### config.mk
export PLATFORM = sky130hd
export DESIGN_NAME = monitor_adc_result_bank
export DESIGN_NICKNAME = d
export VERILOG_FILES = /design/src/rtl/result_bank_pkg.sv /design/src/rtl/result_capture.sv /design/src/rtl/result_read_port.sv /design/src/rtl/monitor_adc_result_bank.sv
export SDC_FILE = /design/constraint.sdc
export NUM_CORES = 1
export LEC_CHECK = 0
export ABC_AREA = 1
export BUFFER_PORTS_ARGS = -buffer_cell sky130_fd_sc_hd__buf_2
export CAP_MARGIN = 25
export CORE_MARGIN = 8
export CORE_UTILIZATION = 59
export CTS_CLUSTER_DIAMETER = 30
export DETAILED_ROUTE_END_ITERATION = 12
export PLACE_DENSITY_LB_ADDON = 0.3
export SETUP_SLACK_MARGIN = 0.2
export SLEW_MARGIN = 5
export SYNTH_ARGS = -nofsm -noshare
export SYNTH_HDL_FRONTEND = slang
export SYNTH_HIERARCHICAL = 1
export SYNTH_SLANG_ARGS = --single-unit
### constraint.sdc
create_clock -name sys_clk_in -period 2.3 [get_ports sys_clk_in]
set_input_delay 0.345 -clock sys_clk_in [delete_from_list [all_inputs] [get_ports sys_clk_in]]
set_output_delay 0.345 -clock sys_clk_in [all_outputs]
set_load 0.01 [all_outputs]
### src/rtl/result_bank_pkg.sv
// constants shared by the monitor result register bank
// Operation
// - voltage words: 14-bit code, top bits zero
// - 5.5V supply code scale 0.000458 V
// - aux pin 1 code scale 0.000305 V
// - aux pin 2 formatted like aux 1
// - thermistors 3..5 formatted like thermistor 1
// - thermistor code scale 0.000305 V, zero is 0V
// - fast current: signed 16-bit two's complement
// - slow current: same signed 16-bit format
// - 1.8V supply code scale 0.000305 V
package result_bank_pkg;

	// ==========================================
	// widths
	localparam int WORD_W = 16;
	localparam int VOLT_CODE_W = 14;
	localparam int CURR_CODE_W = 16;
	localparam int ADDR_W = 7;
	localparam int NUM_RESULTS = 9;
	localparam int IDX_W = 4;

	// ==========================================
	// register offsets
	localparam logic [ADDR_W-1:0] OFS_THERM3 = 7'h41;
	localparam logic [ADDR_W-1:0] OFS_THERM4 = 7'h42;
	localparam logic [ADDR_W-1:0] OFS_THERM5 = 7'h43;
	localparam logic [ADDR_W-1:0] OFS_SUPPLY_5V5 = 7'h44;
	localparam logic [ADDR_W-1:0] OFS_AUX1 = 7'h45;
	localparam logic [ADDR_W-1:0] OFS_AUX2 = 7'h46;
	localparam logic [ADDR_W-1:0] OFS_FAST_CURR = 7'h47;
	localparam logic [ADDR_W-1:0] OFS_SLOW_CURR = 7'h48;
	localparam logic [ADDR_W-1:0] OFS_SUPPLY_1V8 = 7'h49;

	// ==========================================
	// slot indices inside the bank
	localparam logic [IDX_W-1:0] IDX_THERM3 = 4'h0;
	localparam logic [IDX_W-1:0] IDX_THERM4 = 4'h1;
	localparam logic [IDX_W-1:0] IDX_THERM5 = 4'h2;
	localparam logic [IDX_W-1:0] IDX_SUPPLY_5V5 = 4'h3;
	localparam logic [IDX_W-1:0] IDX_AUX1 = 4'h4;
	localparam logic [IDX_W-1:0] IDX_AUX2 = 4'h5;
	localparam logic [IDX_W-1:0] IDX_FAST_CURR = 4'h6;
	localparam logic [IDX_W-1:0] IDX_SLOW_CURR = 4'h7;
	localparam logic [IDX_W-1:0] IDX_SUPPLY_1V8 = 4'h8;

	// ==========================================
	// reset values
	localparam logic [WORD_W-1:0] RESULT_RESET = 16'h0000;
	localparam logic [WORD_W-1:0] UNMAPPED_READ = 16'h0000;

endpackage

### src/rtl/result_capture.sv
// one result word: captures a converter code and formats it into 16 bits
module result_capture
	import result_bank_pkg::*;
#(
	parameter int CODE_W = VOLT_CODE_W,
	parameter bit SIGNED_CODE = 1'b0
) (
	input wire logic sys_clk_in,
	input wire logic resetn_in,
	input wire logic [CODE_W-1:0] code_in,
	input wire logic code_valid_in,
	output logic [WORD_W-1:0] word_out
);

	// ==========================================
	// elaboration check
	generate
		if (CODE_W < 1 || CODE_W > WORD_W) begin : g_bad_width
			$error("result_capture: code width must be 1..16");
		end
		if (SIGNED_CODE && CODE_W != WORD_W) begin : g_bad_signed
			$error("result_capture: signed codes must fill the word");
		end
	endgenerate

	logic [WORD_W-1:0] word;
	logic [WORD_W-1:0] next_word;
	logic [WORD_W-1:0] formatted;

	// ==========================================
	// format: unsigned codes zero-padded, signed codes kept as is
	always_comb begin
		formatted = RESULT_RESET;
		formatted[CODE_W-1:0] = code_in;
		next_word = word;
		if (code_valid_in) begin
			next_word = formatted;
		end
	end

	// register the word, cleared by reset
	always_ff @(posedge sys_clk_in or negedge resetn_in) begin
		if (!resetn_in) begin
			word <= RESULT_RESET;
		end else begin
			word <= next_word;
		end
	end

	assign word_out = word;

endmodule

### src/rtl/result_read_port.sv
// host read port: decodes the offset and returns the selected result word
module result_read_port
	import result_bank_pkg::*;
(
	input wire logic sys_clk_in,
	input wire logic resetn_in,
	input wire logic [WORD_W-1:0] words_in [NUM_RESULTS],
	input wire logic [ADDR_W-1:0] reg_addr_in,
	input wire logic reg_rd_in,
	input wire logic reg_wr_in,
	output logic [WORD_W-1:0] reg_rdata_out,
	output logic reg_ack_out,
	output logic reg_err_out
);

	logic [WORD_W-1:0] rdata;
	logic ack;
	logic err;
	logic [WORD_W-1:0] next_rdata;
	logic next_ack;
	logic next_err;
	logic hit;
	logic [IDX_W-1:0] idx;

	// ==========================================
	// offset decode: hit flag and slot index
	function automatic logic [IDX_W:0] decode(input logic [ADDR_W-1:0] addr);
		logic [IDX_W:0] res;
		res = '0;
		case (addr)
			OFS_THERM3: res = {1'b1, IDX_THERM3};
			OFS_THERM4: res = {1'b1, IDX_THERM4};
			OFS_THERM5: res = {1'b1, IDX_THERM5};
			OFS_SUPPLY_5V5: res = {1'b1, IDX_SUPPLY_5V5};
			OFS_AUX1: res = {1'b1, IDX_AUX1};
			OFS_AUX2: res = {1'b1, IDX_AUX2};
			OFS_FAST_CURR: res = {1'b1, IDX_FAST_CURR};
			OFS_SLOW_CURR: res = {1'b1, IDX_SLOW_CURR};
			OFS_SUPPLY_1V8: res = {1'b1, IDX_SUPPLY_1V8};
			default: res = '0;
		endcase
		return res;
	endfunction

	// ==========================================
	// answer: one ack for each cycle a request is held, writes always refused
	always_comb begin
		{hit, idx} = decode(reg_addr_in);
		next_rdata = rdata;
		next_ack = 1'b0;
		next_err = 1'b0;
		if (reg_wr_in) begin
			next_ack = 1'b1;
			next_err = 1'b1;
		end else if (reg_rd_in) begin
			next_ack = 1'b1;
			next_err = !hit;
			next_rdata = hit ? words_in[idx] : UNMAPPED_READ;
		end
	end

	// register the answer
	always_ff @(posedge sys_clk_in or negedge resetn_in) begin
		if (!resetn_in) begin
			rdata <= RESULT_RESET;
			ack <= 1'b0;
			err <= 1'b0;
		end else begin
			rdata <= next_rdata;
			ack <= next_ack;
			err <= next_err;
		end
	end

	assign reg_rdata_out = rdata;
	assign reg_ack_out = ack;
	assign reg_err_out = err;

endmodule

### src/rtl/monitor_adc_result_bank.sv
// read-only bank of thermistor, aux pin, supply and current results
module monitor_adc_result_bank
	import result_bank_pkg::*;
(
	input wire logic sys_clk_in,
	input wire logic resetn_in,
	input wire logic [VOLT_CODE_W-1:0] therm3_code_in,
	input wire logic therm3_valid_in,
	input wire logic [VOLT_CODE_W-1:0] therm4_code_in,
	input wire logic therm4_valid_in,
	input wire logic [VOLT_CODE_W-1:0] therm5_code_in,
	input wire logic therm5_valid_in,
	input wire logic [VOLT_CODE_W-1:0] supply_5v5_code_in,
	input wire logic supply_5v5_valid_in,
	input wire logic [VOLT_CODE_W-1:0] aux1_code_in,
	input wire logic aux1_valid_in,
	input wire logic [VOLT_CODE_W-1:0] aux2_code_in,
	input wire logic aux2_valid_in,
	input wire logic [CURR_CODE_W-1:0] fast_curr_code_in,
	input wire logic fast_curr_valid_in,
	input wire logic [CURR_CODE_W-1:0] slow_curr_code_in,
	input wire logic slow_curr_valid_in,
	input wire logic [VOLT_CODE_W-1:0] supply_1v8_code_in,
	input wire logic supply_1v8_valid_in,
	input wire logic [ADDR_W-1:0] reg_addr_in,
	input wire logic reg_rd_in,
	input wire logic reg_wr_in,
	input wire logic [WORD_W-1:0] reg_wdata_in,
	output logic [WORD_W-1:0] reg_rdata_out,
	output logic reg_ack_out,
	output logic reg_err_out
);

	logic [CURR_CODE_W-1:0] codes [NUM_RESULTS];
	logic valids [NUM_RESULTS];
	logic [WORD_W-1:0] words [NUM_RESULTS];

	// ==========================================
	// gather converter inputs by slot; voltage codes are unsigned
	// 14-bit values, so they are zero-padded to the common width
	assign codes[IDX_THERM3] = {2'b00, therm3_code_in};
	assign codes[IDX_THERM4] = {2'b00, therm4_code_in};
	assign codes[IDX_THERM5] = {2'b00, therm5_code_in};
	assign codes[IDX_SUPPLY_5V5] = {2'b00, supply_5v5_code_in};
	assign codes[IDX_AUX1] = {2'b00, aux1_code_in};
	assign codes[IDX_AUX2] = {2'b00, aux2_code_in};
	assign codes[IDX_FAST_CURR] = fast_curr_code_in;
	assign codes[IDX_SLOW_CURR] = slow_curr_code_in;
	assign codes[IDX_SUPPLY_1V8] = {2'b00, supply_1v8_code_in};

	// update strobes by slot
	assign valids[IDX_THERM3] = therm3_valid_in;
	assign valids[IDX_THERM4] = therm4_valid_in;
	assign valids[IDX_THERM5] = therm5_valid_in;
	assign valids[IDX_SUPPLY_5V5] = supply_5v5_valid_in;
	assign valids[IDX_AUX1] = aux1_valid_in;
	assign valids[IDX_AUX2] = aux2_valid_in;
	assign valids[IDX_FAST_CURR] = fast_curr_valid_in;
	assign valids[IDX_SLOW_CURR] = slow_curr_valid_in;
	assign valids[IDX_SUPPLY_1V8] = supply_1v8_valid_in;

	// ==========================================
	// one capture register per slot; current slots keep all 16 bits
	// signed, voltage slots keep only the low 14 bits
	generate
		for (genvar i = 0; i < NUM_RESULTS; i++) begin : g_slot
			if (i == IDX_FAST_CURR || i == IDX_SLOW_CURR) begin : g_curr
				result_capture #(
					.CODE_W(CURR_CODE_W),
					.SIGNED_CODE(1'b1)
				) u_capture (
					.sys_clk_in(sys_clk_in),
					.resetn_in(resetn_in),
					.code_in(codes[i]),
					.code_valid_in(valids[i]),
					.word_out(words[i])
				);
			end else begin : g_volt
				result_capture #(
					.CODE_W(VOLT_CODE_W),
					.SIGNED_CODE(1'b0)
				) u_capture (
					.sys_clk_in(sys_clk_in),
					.resetn_in(resetn_in),
					.code_in(codes[i][VOLT_CODE_W-1:0]),
					.code_valid_in(valids[i]),
					.word_out(words[i])
				);
			end
		end
	endgenerate

	// ==========================================
	// host access; write data is never stored
	result_read_port u_read_port (
		.sys_clk_in(sys_clk_in),
		.resetn_in(resetn_in),
		.words_in(words),
		.reg_addr_in(reg_addr_in),
		.reg_rd_in(reg_rd_in),
		.reg_wr_in(reg_wr_in),
		.reg_rdata_out(reg_rdata_out),
		.reg_ack_out(reg_ack_out),
		.reg_err_out(reg_err_out)
	);

endmodule

======== After elaboration in Yosys (flattened, before gate mapping) ========
Index checks and enable logic that the tools add are counted.
storage, ports and cells
  flip-flop bits (word level) ............. 148
  bits in latches ......................... 0
  memory bits (writable) .................. 0
  memory bits (read-only) ................. 0
  input port bits ......................... 166
  output and inout port bits .............. 18
  logic and storage cells ................. 35
  memories ................................ 0
operators by class
  add/subtract/negate cells ............... 0
  multipliers ............................. 0
  divide/modulo/power cells ............... 0
  order comparisons ....................... 1
  equal/unequal tests ..................... 9
  shift operators ......................... 0
  mux-type cells .......................... 9
  bitwise gates (word level) .............. 2
  reductions and logical operators ........ 2
operator list
  cell                  count
  $bmux W16 S4          1
  $eq A7 B7 Y1 const B  9
  $mux W16              3
  $pmux W5 S9           1
  $ge A5 B5 Y1 const B  1
  $not A4 Y5            1
  $mux W1               4
  $reduce_and A2 Y1     1
  $logic_not A1 Y1      1
  $not A1 Y1            1

======== Depth between registers and ports, before layout ========
Gate-level depths: netlist (run 1).
  depth in word-level cells ............... 7
  mapped depth ............................ 13
  mapped depth without buffers ............ 12

======== Cells and area by module ========
The synthesis (run 1) kept the hierarchy.
by module, submodules not included
  module                                           instances  cells each  area an instance (um^2)  seq. area each (um^2)
  result_capture (g_slot[0].g_volt.u_capture ...)  7          62          549.3                    350.3
  result_read_port                                 1          479         2682.6                   450.4
  result_capture (g_slot[6].g_curr.u_capture ...)  2          68          644.4                    400.4

======== Worst setup path before layout (run 1) ========
Ideal clock, no wire load.
  path type ............................... input to register
  start point ............................. in reg_addr_in[4]
  end point ............................... reg u_read_port.rdata[0] (netlist: u_read_port/reg_rdata_out[0])
  setup time .............................. 0.117 ns
  arrival time ............................ 1.418 ns
  required time ........................... 2.183 ns
  setup slack ............................. 0.764 ns
  stages on the path ...................... 12
  path buffers ............................ 2
  cells stage by stage .................... inv_2 -> nand2_2 -> nor2_8 -> nand3_4 -> buf_2 -> buf_2 -> nand4_1 -> nand3_1 -> nand2_1 -> nand2_1 -> nand3_1 -> nand2_1
on the way
  cells in the longest elaborated chain, start to end .. 7
  elaborated cells on any way between the ends .. 15
  those cells by class .................... eq/ne (9); mux (5); bitwise (1)
RTL lines
  what                                          line                           text
  start: declaration                            monitor_adc_result_bank.sv:25  input wire logic [ADDR_W-1:0] reg_addr_in,
  $eq A7 B7 Y1                                  result_read_port.sv:30         case (addr)
  $pmux W5 S9 *                                 result_read_port.sv:30
  $not A4 Y5 (not written as such)              result_read_port.sv:58         next_rdata = hit ? words_in[idx] : UNMAPPED_READ;
  $bmux W16 S4                                  result_read_port.sv:58
  $mux W16 (not written as such) (2 in series)  result_read_port.sv:58
  $mux W16 *                                    result_read_port.sv:58
  end signal: assignment                        result_read_port.sv:69         rdata <= next_rdata;
  end: declaration                              result_read_port.sv:16         logic [WORD_W-1:0] rdata;
Mark *: on every way between the ends. The rest lies on a longest branch, timed or not. The select of a mux whose other input is x is not followed.
A chain may end at the register's enable or synchronous reset.

======== Final worst setup path (run 1) ========
  start point ............................. in reg_addr_in[0]
  end point ............................... reg u_read_port.rdata[3] (netlist: u_read_port/reg_rdata_out[3])
The elaborated chain is that of the path after synthesis.

==> out/results.txt, run 1 <==
Sw Share -> 26.0%
Layout fillers -> 1163
Share of layout cells above drive strength 1 -> 21.4%
DR vias -> 7198
Detailed Route Iter0 Violations -> 726
GRT Resource Usage Total -> 25.3%
Clock skew -> 13.0 ps
Clock network fraction of design power -> 40.9%
Met2 Track Usage GR -> 39.8%
Internal power -> 4.71 mW
GR met1 Demand/Resource -> 33.1%
Clock slew at reported path FFs -> 60 ps
Power per cell area -> 702 nW/µm²
Routed len/inst -> 15.8 µm
Final ANT Viol Nets -> 0
Core area -> 13100 µm²
Logic gate share of total power -> 12.8%
CP startpoint kind -> input pin
Register area -> 3700 µm²
First-pass GRT wire length -> 35400 µm
Gr ovfl total -> 0
Grt peak-use layer -> met2
Detailed Place HPWL -> 15300 µm
Input/output buffers -> 167
Critical-path cell list -> buf_2, nand2_1, clkinv_1, nand2_1, nand2_1, nand2_2, nand3_4, nor2_4, nand2_1, a21oi_2, nand3_1, nand2_1
# H-tree levels -> 4
Rows -> 42
Diodes inserted -> 0
Critical path required time -> 2670 ps
Setup_tns -> 0 ps
CP max stage delay -> 480 ps
Synth async-reset ratio -> 100%
I/O pins -> 184
Mapped Cells -> 1049
Crit-path slowest cell -> nor2_4
Most frequent CP cell -> nand2_1
Reg2Reg Setup Slack -> 1210 ps
Period Utilization, post-route -> 76.6%
Pin count of the biggest net entering global routing -> 66
Multi-input gate area -> 3460 µm²
RSZ-0062 raised after global routing -> no
Synth warn -> 6
Critical path arrival -> 2130 ps
Hold_buf cts -> 1
Die width -> 131 µm
Syn avg cell area -> 7.45 µm²
Initial Util -> 59.7%
CTS Sinks -> 148
WS Path Type -> input pin to flop
Post-synthesis cell area -> 7820 µm²
Final #Nets -> 1344
Initial antenna violation count -> 0
Yosys top cell by area -> dfrtp_1
Drt total wl -> 21600 µm
Measured slew at the worst slew-check pin -> 502 ps
CTS root buf -> clkbuf_16
Worst R2R Path Depth -> 6
NetSw -> 1.66 mW
Setup violations, final -> 0
Slew Viols, Final -> 0
Fin. Hold Viols -> 0
Die span in y -> 131 µm
Setup Buffers After CTS -> 0
Main synth FF type -> dfrtp_1
R2R Path End -> u_read_port/reg_rdata_out[3]
TritonCTS clock tree -> done
Seq pwr share -> 46.3%
Die area -> 17200 µm²
Peak Freq -> 0.568 GHz
Top-count cell post-synth -> nand2_1
Met3 GRT Util -> 5.91%
Top post-synthesis cells by area -> dfrtp_1, nand2_1, nand3_1, nand4_1, buf_2
Final GP Congestion -> 0.908
Most common library cells after synthesis -> nand2_1, dfrtp_1, nand3_1
DP Worst Slack -> 179 ps
Tmin final -> 1760 ps
Utilization after layout -> 69.4%
Drt drc -> 0
Crit Path Max Fanout -> 33
# resized after CTS -> 0
Tightest Hold Check Type -> input pin to flop
FF+latch count, synth -> 148
RR Startpoint -> g_slot[6].g_curr.u_capture/word_out[3]
Critical Path Sink -> u_read_port/reg_rdata_out[3]
Vias in the first global route -> 7096
Seq/Total Area, Yosys -> 47.4%
Maximum vdd drop -> 0.000451 V
Max cap viols -> 0
Area grow syn2layout -> 16.2%
DR vias/cell -> 5.27
PnR Total Power -> 6.37 mW
Critical Path Source -> reg_addr_in[0]
P_leak -> 5.11 nW
Max_slew headroom -> 66.5%
Yosys cell types -> 26
Num CTS Buffers -> 17
Clock tree buffer depth -> 2
Status -> completed
CP Capture Type -> flop
Yosys top cell area share -> 47.4%
Setup ws final -> 539 ps
Drt pass-1 iters -> 5
Worst skew pair latency -> 430 ps
Count of flip-flops with a built-in enable after synthesis -> 0
per-layer routing:
layer,vias to the layer above,wire length (µm)
li1,3539,-
met3,43,1360
met4,0,597
met2,271,10500
met5,-,0
met1,3345,9130
per-stage QoR:
stage          hold WS (ps)  instance area [µm²]  instances
2_1_floorplan          49.4                 7840       1056
6_report                114                 9080       1366
5_1_grt                 114                 9080       1366
3_5_place_dp            265                 8530       1334
3_3_place_gp            260                 8530       1334
4_1_cts                 103                 9080       1366
registers in the layout, summed over array words and instances, names as in the netlist:
name,flops
u_read_port/reg_err_out,1
g_slot.g_volt.u_capture/word_out,98
u_read_port/reg_rdata_out,16
u_read_port/reg_ack_out,1
g_slot.g_curr.u_capture/word_out,32
cells in the final DEF, fill, tap and decap left out, types with 10 or more instances in the layout:
cell type and count:
nand3_1 84, dfrtp_1 148, nand2_1 567, buf_2 166
inv_1 25, conb_1 14, a21oi_2 10, nand4_1 64
nand2_2 14, clkbuf_16 17, inv_2 10, nor2_1 20
cell type report:
class                      instances  share of cell area [%]
multi-input combinational        795                    38.1
tap                              176                    2.42
clock buffer                      20                    4.81
inverter                          38                    1.68
timing repair buffer             178                    11.0
clock inverter                    11                    1.24
sequential                       148                    40.8
power by group through the flow:
| stage | registers [mW] | clock network (mW) | logic (mW) |
|---|---|---|---|
| 2_1_floorplan | 2.96 | 0 | 0.520 |
| 3_3_place_gp | 2.99 | 0 | 0.789 |
| 3_5_place_dp | 2.99 | 0 | 0.810 |
| 4_1_cts | 2.95 | 2.65 | 0.817 |
| 5_1_grt | 2.97 | 2.76 | 0.929 |
| 6_report | 2.95 | 2.61 | 0.814 |
cell families after synthesis:
family	count (synthesis)	synth area share (%)
other	7	0.336
AND/OR/NAND/NOR	763	41.9
buffers and inverters	113	8.76
AO/OA/AOI/OAI	18	1.66
flip-flops	148	47.4
worst min-delay path by stage:
stage	start	endpoint	slack, ps	cells after the start
after floorplan	resetn_in	g_slot[0].g_volt.u_capture/word_out[0]	50	0
after global placement	resetn_in	g_slot[6].g_curr.u_capture/word_out[1]	260	1
after detailed placement	resetn_in	g_slot[6].g_curr.u_capture/word_out[13]	260	1
after CTS	aux2_code_in[1]	g_slot[5].g_volt.u_capture/word_out[1]	100	3
after global routing	therm3_code_in[7]	g_slot[0].g_volt.u_capture/word_out[7]	110	3
final	aux2_code_in[1]	g_slot[5].g_volt.u_capture/word_out[1]	110	3
worst max-delay path, delay by kind of cell:
family | cells | cell delay (ps)
and+or+nand+nor | 9 | 1420
AOI/OAI and AO/OA | 1 | 140
buffers and inverters | 2 | 210
No activity file was read; power rests on OpenSTA's default activity.
==> run 2, diff against run 1 <==
--- a/config.mk
+++ b/config.mk
@@ -9,7 +9,7 @@
 export BUFFER_PORTS_ARGS = -buffer_cell sky130_fd_sc_hd__buf_2
 export CAP_MARGIN = 25
 export CORE_MARGIN = 8
-export CORE_UTILIZATION = 59
+export CORE_UTILIZATION = 49
 export CTS_CLUSTER_DIAMETER = 30
 export DETAILED_ROUTE_END_ITERATION = 12
 export PLACE_DENSITY_LB_ADDON = 0.3
==> constraint.sdc (replaced) <==
create_clock -name sys_clk_in -period 1.5 [get_ports sys_clk_in]
set_input_delay 0.225 -clock sys_clk_in [delete_from_list [all_inputs] [get_ports sys_clk_in]]
set_output_delay 0.225 -clock sys_clk_in [all_outputs]
set_load 0.01 [all_outputs]
==> run 2 against run 1 <==
  * Die area grew 18%
  * Hold slack lost 110 ps
  * Final cell count grew 8.5%
  * Clock-buffer cell count is the same
  * Critical endpoint is now u_read_port/reg_rdata_out[6]
  * Highest routed layer unchanged
  * Largest cell class unchanged
  * Total power grew 62%
==> out/results.txt, run 2 (synthesis gave the netlist of run 1 again) <==
Reg2Reg Setup Slack -> 470 ps (was 1210 ps)
Most frequent CP cell -> nand2_1 (unchanged)
NetSw -> 2.74 mW (was 1.66 mW)
Worst R2R Path Depth -> 6 (unchanged)
First-pass GRT wire length -> 37600 µm (was 35400 µm)
Period Utilization, post-route -> 87.1%
Peak Freq -> 0.765 GHz
Drt drc -> 0 (unchanged)
Share of layout cells above drive strength 1 -> 25.4% (was 21.4%)
Slew Viols, Final -> 0 (unchanged)
Most common cell after layout, fill and taps aside -> nand2_1 (unchanged)
CP Capture Type -> flop (unchanged)
Gr ovfl total -> 0 (unchanged)
Routed len/inst -> 16.3 µm (was 15.8 µm)
P_leak -> 5.59 nW (was 5.11 nW)
Critical-path cell list -> buf_8, inv_16, nand2_8, nor2_8, nand3_4, nand3_4, buf_12, nand2_1, nand3_1, nand2_1, nand2_1, nand3_2, nand2_1 (was buf_2, nand2_1, clkinv_1, nand2_1, nand2_1, nand2_2, nand3_4, nor2_4, nand2_1, a21oi_2, nand3_1, nand2_1)
Placed cell area -> 8970 µm² (was 8530 µm²)
Measured slew at the worst slew-check pin -> 547 ps (was 502 ps)
Initial antenna violation count -> 0 (unchanged)
Diodes inserted -> 0 (unchanged)
Core area -> 15700 µm² (was 13100 µm²)
Utilization after layout -> 65.5% (was 69.4%)
Max cap viols -> 0 (unchanged)
CP startpoint kind -> input pin (unchanged)
Clock tree buffer depth -> 2 (unchanged)
Power per cell area -> 1010 nW/µm² (was 702 nW/µm²)
Non-Filler Cell Area, Final -> 10300 µm² (was 9080 µm²)
Internal power -> 7.61 mW (was 4.71 mW)
Area grow syn2layout -> 31.7% (was 16.2%)
Layout fillers -> 1318 (was 1163)
Detailed Place HPWL -> 16800 µm (was 15300 µm)
CP max stage delay -> 190 ps (was 480 ps)
Worst skew pair latency -> 430 ps (about the same)
Setup_tns -> 0 ps (unchanged)
Worst hold stages -> 3 (unchanged)
GRT Resource Usage Total -> 23.4% (was 25.3%)
Logic gate share of total power -> 13.8% (was 12.8%)
# H-tree levels -> 4 (unchanged)
DR vias -> 7647 (was 7198)
RSZ-0062 raised after global routing -> yes (was no)
DR vias/cell -> 5.16 (was 5.27)
Drt pass-1 iters -> 6 (was 5)
Max FFs per register -> 98 (unchanged)
Clock network fraction of design power -> 42.1% (was 40.9%)
Drt total wl -> 24100 µm (was 21600 µm)
Final ANT Viol Nets -> 0 (unchanged)
Max_slew headroom -> 63.5% (was 66.5%)
Non-filler cells, final -> 1482 (was 1366)
Initial Util -> 49.7% (was 59.7%)
Inst Count DP -> 1403 (was 1334)
CTS Sinks -> 148 (unchanged)
Status -> completed (unchanged)
Final #Nets -> 1420 (was 1344)
PnR Total Power -> 10.3 mW (was 6.37 mW)
Clock slew at reported path FFs -> 60 ps (about the same)
Die area -> 20200 µm² (was 17200 µm²)
Most frequent cells in the layout -> nand2_1, buf_2, dfrtp_1, nand3_1, nand4_1 (unchanged)
Setup violations, final -> 0 (unchanged)
Detailed Route Iter0 Violations -> 747 (was 726)
Maximum vdd drop -> 0.000874 V (was 0.000451 V)
TritonCTS clock tree -> done (unchanged)
Seq pwr share -> 44.0% (was 46.3%)
Die width -> 142 µm (was 131 µm)
Input/output buffers -> 167 (unchanged)
Clock skew -> 5.44 ps (was 13.0 ps)
Critical path required time -> 1860 ps (was 2670 ps)
Final GP Congestion -> 0.861 (was 0.908)
Rows -> 46 (was 42)
Crit Path Max Fanout -> 23 (was 33)
Die span in y -> 142 µm (was 131 µm)
Critical path arrival -> 1670 ps (was 2130 ps)
Crit-path slowest cell -> buf_12 (was nor2_4)
WS Path Type -> input pin to flop (unchanged)
Tightest Hold Check Type -> input pin to flop (unchanged)
I/O pins -> 184 (unchanged)
Fin. Hold Viols -> 0 (unchanged)
Sw Share -> 26.5% (was 26.0%)
Num CTS Buffers -> 17 (unchanged)
Vias in the first global route -> 7375 (was 7096)
Tmin final -> 1310 ps
Pin count of the biggest net entering global routing -> 47 (was 66)
CTS root buf -> clkbuf_16 (unchanged)
-- run 2: repair_timing --
action | 4_1_cts | 5_1_grt
endpoints found under the hold margin | 71 | 1
gates resized for setup | 3 | 39
gates cloned | 0 | 5
setup buffers | 2 | 2
endpoints found under the setup margin | 10 | 16
hold buffers | 38 | 1
pin swaps | 2 | 21
-- run 2: layer usage --
metal	track usage (%)	share of wire, %	vias up
met5	0	0	-
met4	7.49	1.5	0
met3	5.17	9.2	25
met2	35.8	46	381
met1	32.5	43	3544
li1	-	-	3697
-- run 2: critical path: cells and delay by family --
family / cells / cell delay, ps
buffers and inverters: 3 / 350
and+or+nand+nor: 10 / 1060
-- run 2: worst paths after layout --
| check | from | end |
|---|---|---|
| setup / recovery | reg_addr_in[4] | u_read_port/reg_rdata_out[6] |
| hold reg to reg | g_slot[3].g_volt.u_capture/word_out[6] | g_slot[3].g_volt.u_capture/word_out[6] |
| min in group asynchronous | resetn_in | g_slot[7].g_curr.u_capture/word_out[0] |
| max in group asynchronous | resetn_in | g_slot[2].g_volt.u_capture/word_out[4] |
| hold / removal | therm5_code_in[13] | g_slot[2].g_volt.u_capture/word_out[13] |
| setup reg to reg | g_slot[2].g_volt.u_capture/word_out[6] | u_read_port/reg_rdata_out[6] |
-- run 2: stage by stage --
stage                     worst slack, ps  hold WS, ps
after floorplan                      98.3        -70.6
after global placement               -292          168
after detailed placement             -319          172
after CTS                             191       0.0650
after global routing                  128         2.61
final                                 193         5.03
-- run 2: layout make-up --
class / instances / area [µm²] / share of cell area, %
clock buffer: 20 / 447 / 4.34
clock inverter: 11 / 153 / 1.48
inverter: 38 / 169 / 1.64
multi-input combinational: 795 / 3630 / 35.3
sequential: 148 / 3700 / 36.0
tap: 216 / 270 / 2.63
timing repair buffer: 254 / 1920 / 18.6
-- run 2: power groups by stage --
stage	sequential (mW)	combinational [mW]	clock, mW
6_report	4.56	1.43	4.36
5_1_grt	4.58	1.61	4.58
4_1_cts	4.55	1.37	4.40
3_5_place_dp	4.61	1.28	0
3_3_place_gp	4.61	1.25	0
2_1_floorplan	4.54	0.808	0
==> run 3, diff against run 2 <==
--- a/config.mk
+++ b/config.mk
@@ -12,6 +12,7 @@
 export CORE_UTILIZATION = 49
 export CTS_CLUSTER_DIAMETER = 30
 export DETAILED_ROUTE_END_ITERATION = 12
+export MAX_ROUTING_LAYER = met4
 export PLACE_DENSITY_LB_ADDON = 0.3
 export SETUP_SLACK_MARGIN = 0.2
 export SLEW_MARGIN = 5
==> run 3 against run 2 <==
  * Combinational power about the same
  * Utilization increased by 1.2 points
  * First-iteration DRC count increased by 17%
  * Sequential share of layout area decreased by 0.64 points
  * Clock skew increased by 1.4 ps
  * Critical endpoint is now u_read_port/reg_rdata_out[11]
  * Highest routed layer unchanged
==> out/results.txt, run 3 (synthesis gave the netlist of run 1 again) <==
Met2 Track Usage GR -> 34.3% (was 35.8%)
Layout fillers -> 1277 (was 1318)
CP startpoint kind -> input pin (unchanged)
NetSw -> 2.75 mW (was 2.74 mW)
Status -> completed (unchanged)
Num CTS Buffers -> 17 (unchanged)
Setup ws final -> 184 ps (was 193 ps)
Tightest Hold Check Type -> input pin to flop (unchanged)
Area grow syn2layout -> 34.0% (was 31.7%)
Drt drc -> 0 (unchanged)
Sw Share -> 26.5% (about the same)
Register area -> 3700 µm² (unchanged)
First-pass GRT wire length -> 37600 µm (about the same)
Clock slew at reported path FFs -> 60 ps (about the same)
CTS root buf -> clkbuf_16 (unchanged)
Gr ovfl total -> 0 (unchanged)
R2R Path End -> u_read_port/reg_rdata_out[11] (was u_read_port/reg_rdata_out[6])
# H-tree levels -> 4 (unchanged)
Grt peak-use layer -> met2 (unchanged)
Detailed Place HPWL -> 16200 µm (was 16800 µm)
Die span in y -> 142 µm (unchanged)
TritonCTS clock tree -> done (unchanged)
Final GP Congestion -> 0.883 (was 0.861)
Tmin final -> 1320 ps (was 1310 ps)
Logic gate share of total power -> 14.0% (was 13.8%)
RR Startpoint -> g_slot[2].g_volt.u_capture/word_out[11] (was g_slot[2].g_volt.u_capture/word_out[6])
Initial Util -> 49.7% (unchanged)
Worst R2R Path Depth -> 6 (unchanged)
CP Capture Type -> flop (unchanged)
Routed len/inst -> 16.4 µm (was 16.3 µm)
Slew Viols, Final -> 0 (unchanged)
Clock network fraction of design power -> 41.9% (was 42.1%)
DR vias/cell -> 5.21 (was 5.16)
Share of layout cells above drive strength 1 -> 25.5% (was 25.4%)
Critical path arrival -> 1630 ps (was 1670 ps)
Fin. Hold Viols -> 0 (unchanged)
Final #Nets -> 1423 (was 1420)
Max cap viols -> 0 (unchanged)
GR met1 Demand/Resource -> 32.9% (was 32.5%)
CTS Sinks -> 148 (unchanged)
GRT Resource Usage Total -> 24.0% (was 23.4%)
Critical path required time -> 1820 ps (was 1860 ps)
Diodes inserted -> 0 (unchanged)
Max_slew headroom -> 62.0% (was 63.5%)
Input/output buffers -> 167 (unchanged)
Most frequent cells in the layout -> nand2_1, buf_2, dfrtp_1, nand3_1, nand4_1 (unchanged)
WS Path Type -> input pin to flop (unchanged)
Initial antenna violation count -> 0 (unchanged)
Vias in the first global route -> 7313 (was 7375)
Measured slew at the worst slew-check pin -> 569 ps (was 547 ps)
Detailed Route Iter0 Violations -> 877 (was 747)
Clock skew -> 6.88 ps (was 5.44 ps)
DR vias -> 7737 (was 7647)
Worst hold stages -> 3 (unchanged)
Seq pwr share -> 44.0% (about the same)
Die width -> 142 µm (unchanged)
I/O pins -> 184 (unchanged)
Crit Path Max Fanout -> 12 (was 23)
RSZ-0062 raised after global routing -> yes (unchanged)
Power per cell area -> 990 nW/µm² (was 1010 nW/µm²)
Drt total wl -> 24300 µm (was 24100 µm)
Core area -> 15700 µm² (unchanged)
Multi-input gate area -> 3690 µm² (was 3630 µm²)
Met3 GRT Util -> 5.64% (was 5.17%)
Pin count of the biggest net entering global routing -> 81 (was 47)
Clock tree buffer depth -> 2 (unchanged)
Drt pass-1 iters -> 6 (unchanged)
Most common cell after layout, fill and taps aside -> nand2_1 (unchanged)
Max FFs per register -> 98 (unchanged)
Worst skew pair latency -> 430 ps (about the same)
WHS Endpoint -> g_slot[2].g_volt.u_capture/word_out[11] (was g_slot[2].g_volt.u_capture/word_out[13])
Internal power -> 7.62 mW (was 7.61 mW)
Final ANT Viol Nets -> 0 (unchanged)
Die area -> 20200 µm² (unchanged)
Setup violations, final -> 0 (unchanged)
Period Utilization, post-route -> 87.7% (was 87.1%)
Non-filler cells, final -> 1485 (was 1482)
DP Worst Slack -> -286 ps (was -319 ps)
Hold_sp -> therm5_code_in[11] (was therm5_code_in[13])
Peak Freq -> 0.760 GHz (was 0.765 GHz)
Rows -> 46 (unchanged)
Reg2Reg Setup Slack -> 460 ps (was 470 ps)
P_leak -> 5.67 nW (was 5.59 nW)
Inst Count DP -> 1398 (was 1403)
Maximum vdd drop -> 0.000812 V (was 0.000874 V)
## run 3: power groups by stage
| stage | combinational, mW | clock [mW] | sequential (mW) |
|---|---|---|---|
| after floorplan | 0.808 | 0 | 4.54 |
| after global placement | 1.24 | 0 | 4.62 |
| after detailed placement | 1.27 | 0 | 4.62 |
| after CTS | 1.38 | 4.39 | 4.55 |
| after global routing | 1.64 | 4.56 | 4.59 |
| final | 1.46 | 4.35 | 4.57 |
## run 3: metrics by stage
step	util, %	power, mW	setup TNS [ps]	instance area (µm²)	hold slack (ps)
after floorplan	-	5.34	0	7940	-70.6
after global placement	56.8	5.86	-3750	8920	27.8
after detailed placement	56.8	5.89	-3900	8920	26.4
after CTS	63.8	10.3	0	10000	0.390
after global routing	66.7	10.8	0	10500	2.74
final	66.7	10.4	0	10500	5.07
## run 3: final cells by class
type | instances | area share (%)
clock buffers | 20 | 4.26
clock inverters | 11 | 1.46
inverters | 38 | 1.61
multi-input cells | 796 | 35.3
flip-flops and latches | 148 | 35.3
well taps | 216 | 2.58
repair buffers | 256 | 19.5
## run 3: how the worst max path moves through the flow
stage | start | to | slack, ps | cells after the start
after floorplan | reg_addr_in[4] | u_read_port/reg_rdata_out[0] | 100 | 12
after global placement | reg_addr_in[4] | u_read_port/reg_rdata_out[9] | -290 | 13
after detailed placement | reg_addr_in[4] | u_read_port/reg_rdata_out[12] | -290 | 13
after CTS | reg_addr_in[4] | u_read_port/reg_rdata_out[15] | 200 | 13
after global routing | reg_addr_in[4] | u_read_port/reg_rdata_out[3] | 100 | 12
final | reg_addr_in[4] | u_read_port/reg_rdata_out[11] | 180 | 13
## run 3: per-layer routing
metal  wire, µm  vias up
met5          0        -
met4        745        0
met3       2120       63
met2      11000      420
met1      10500     3541
li1           -     3713
## run 3: worst max-delay path, cell delays in order
cell	delay (ps)
buf_12	110
inv_16	50
nand2_8	50
nor2_8	180
nand3_4	160
buf_12	200
buf_12	150
nand4_1	70
nand3_1	100
nand2_1	80
nand2_1	80
nand3_1	100
nand2_1	50
## run 3: repair_timing
item | 4_1_cts | 5_1_grt
gates resized for setup | 9 | 52
endpoints found under the setup margin | 10 | 16
hold endpoints to repair | 191 | 0
pin swaps | 2 | 22
setup buffers | 0 | 1
hold buffers | 44 | 0
gates cloned | 1 | 10
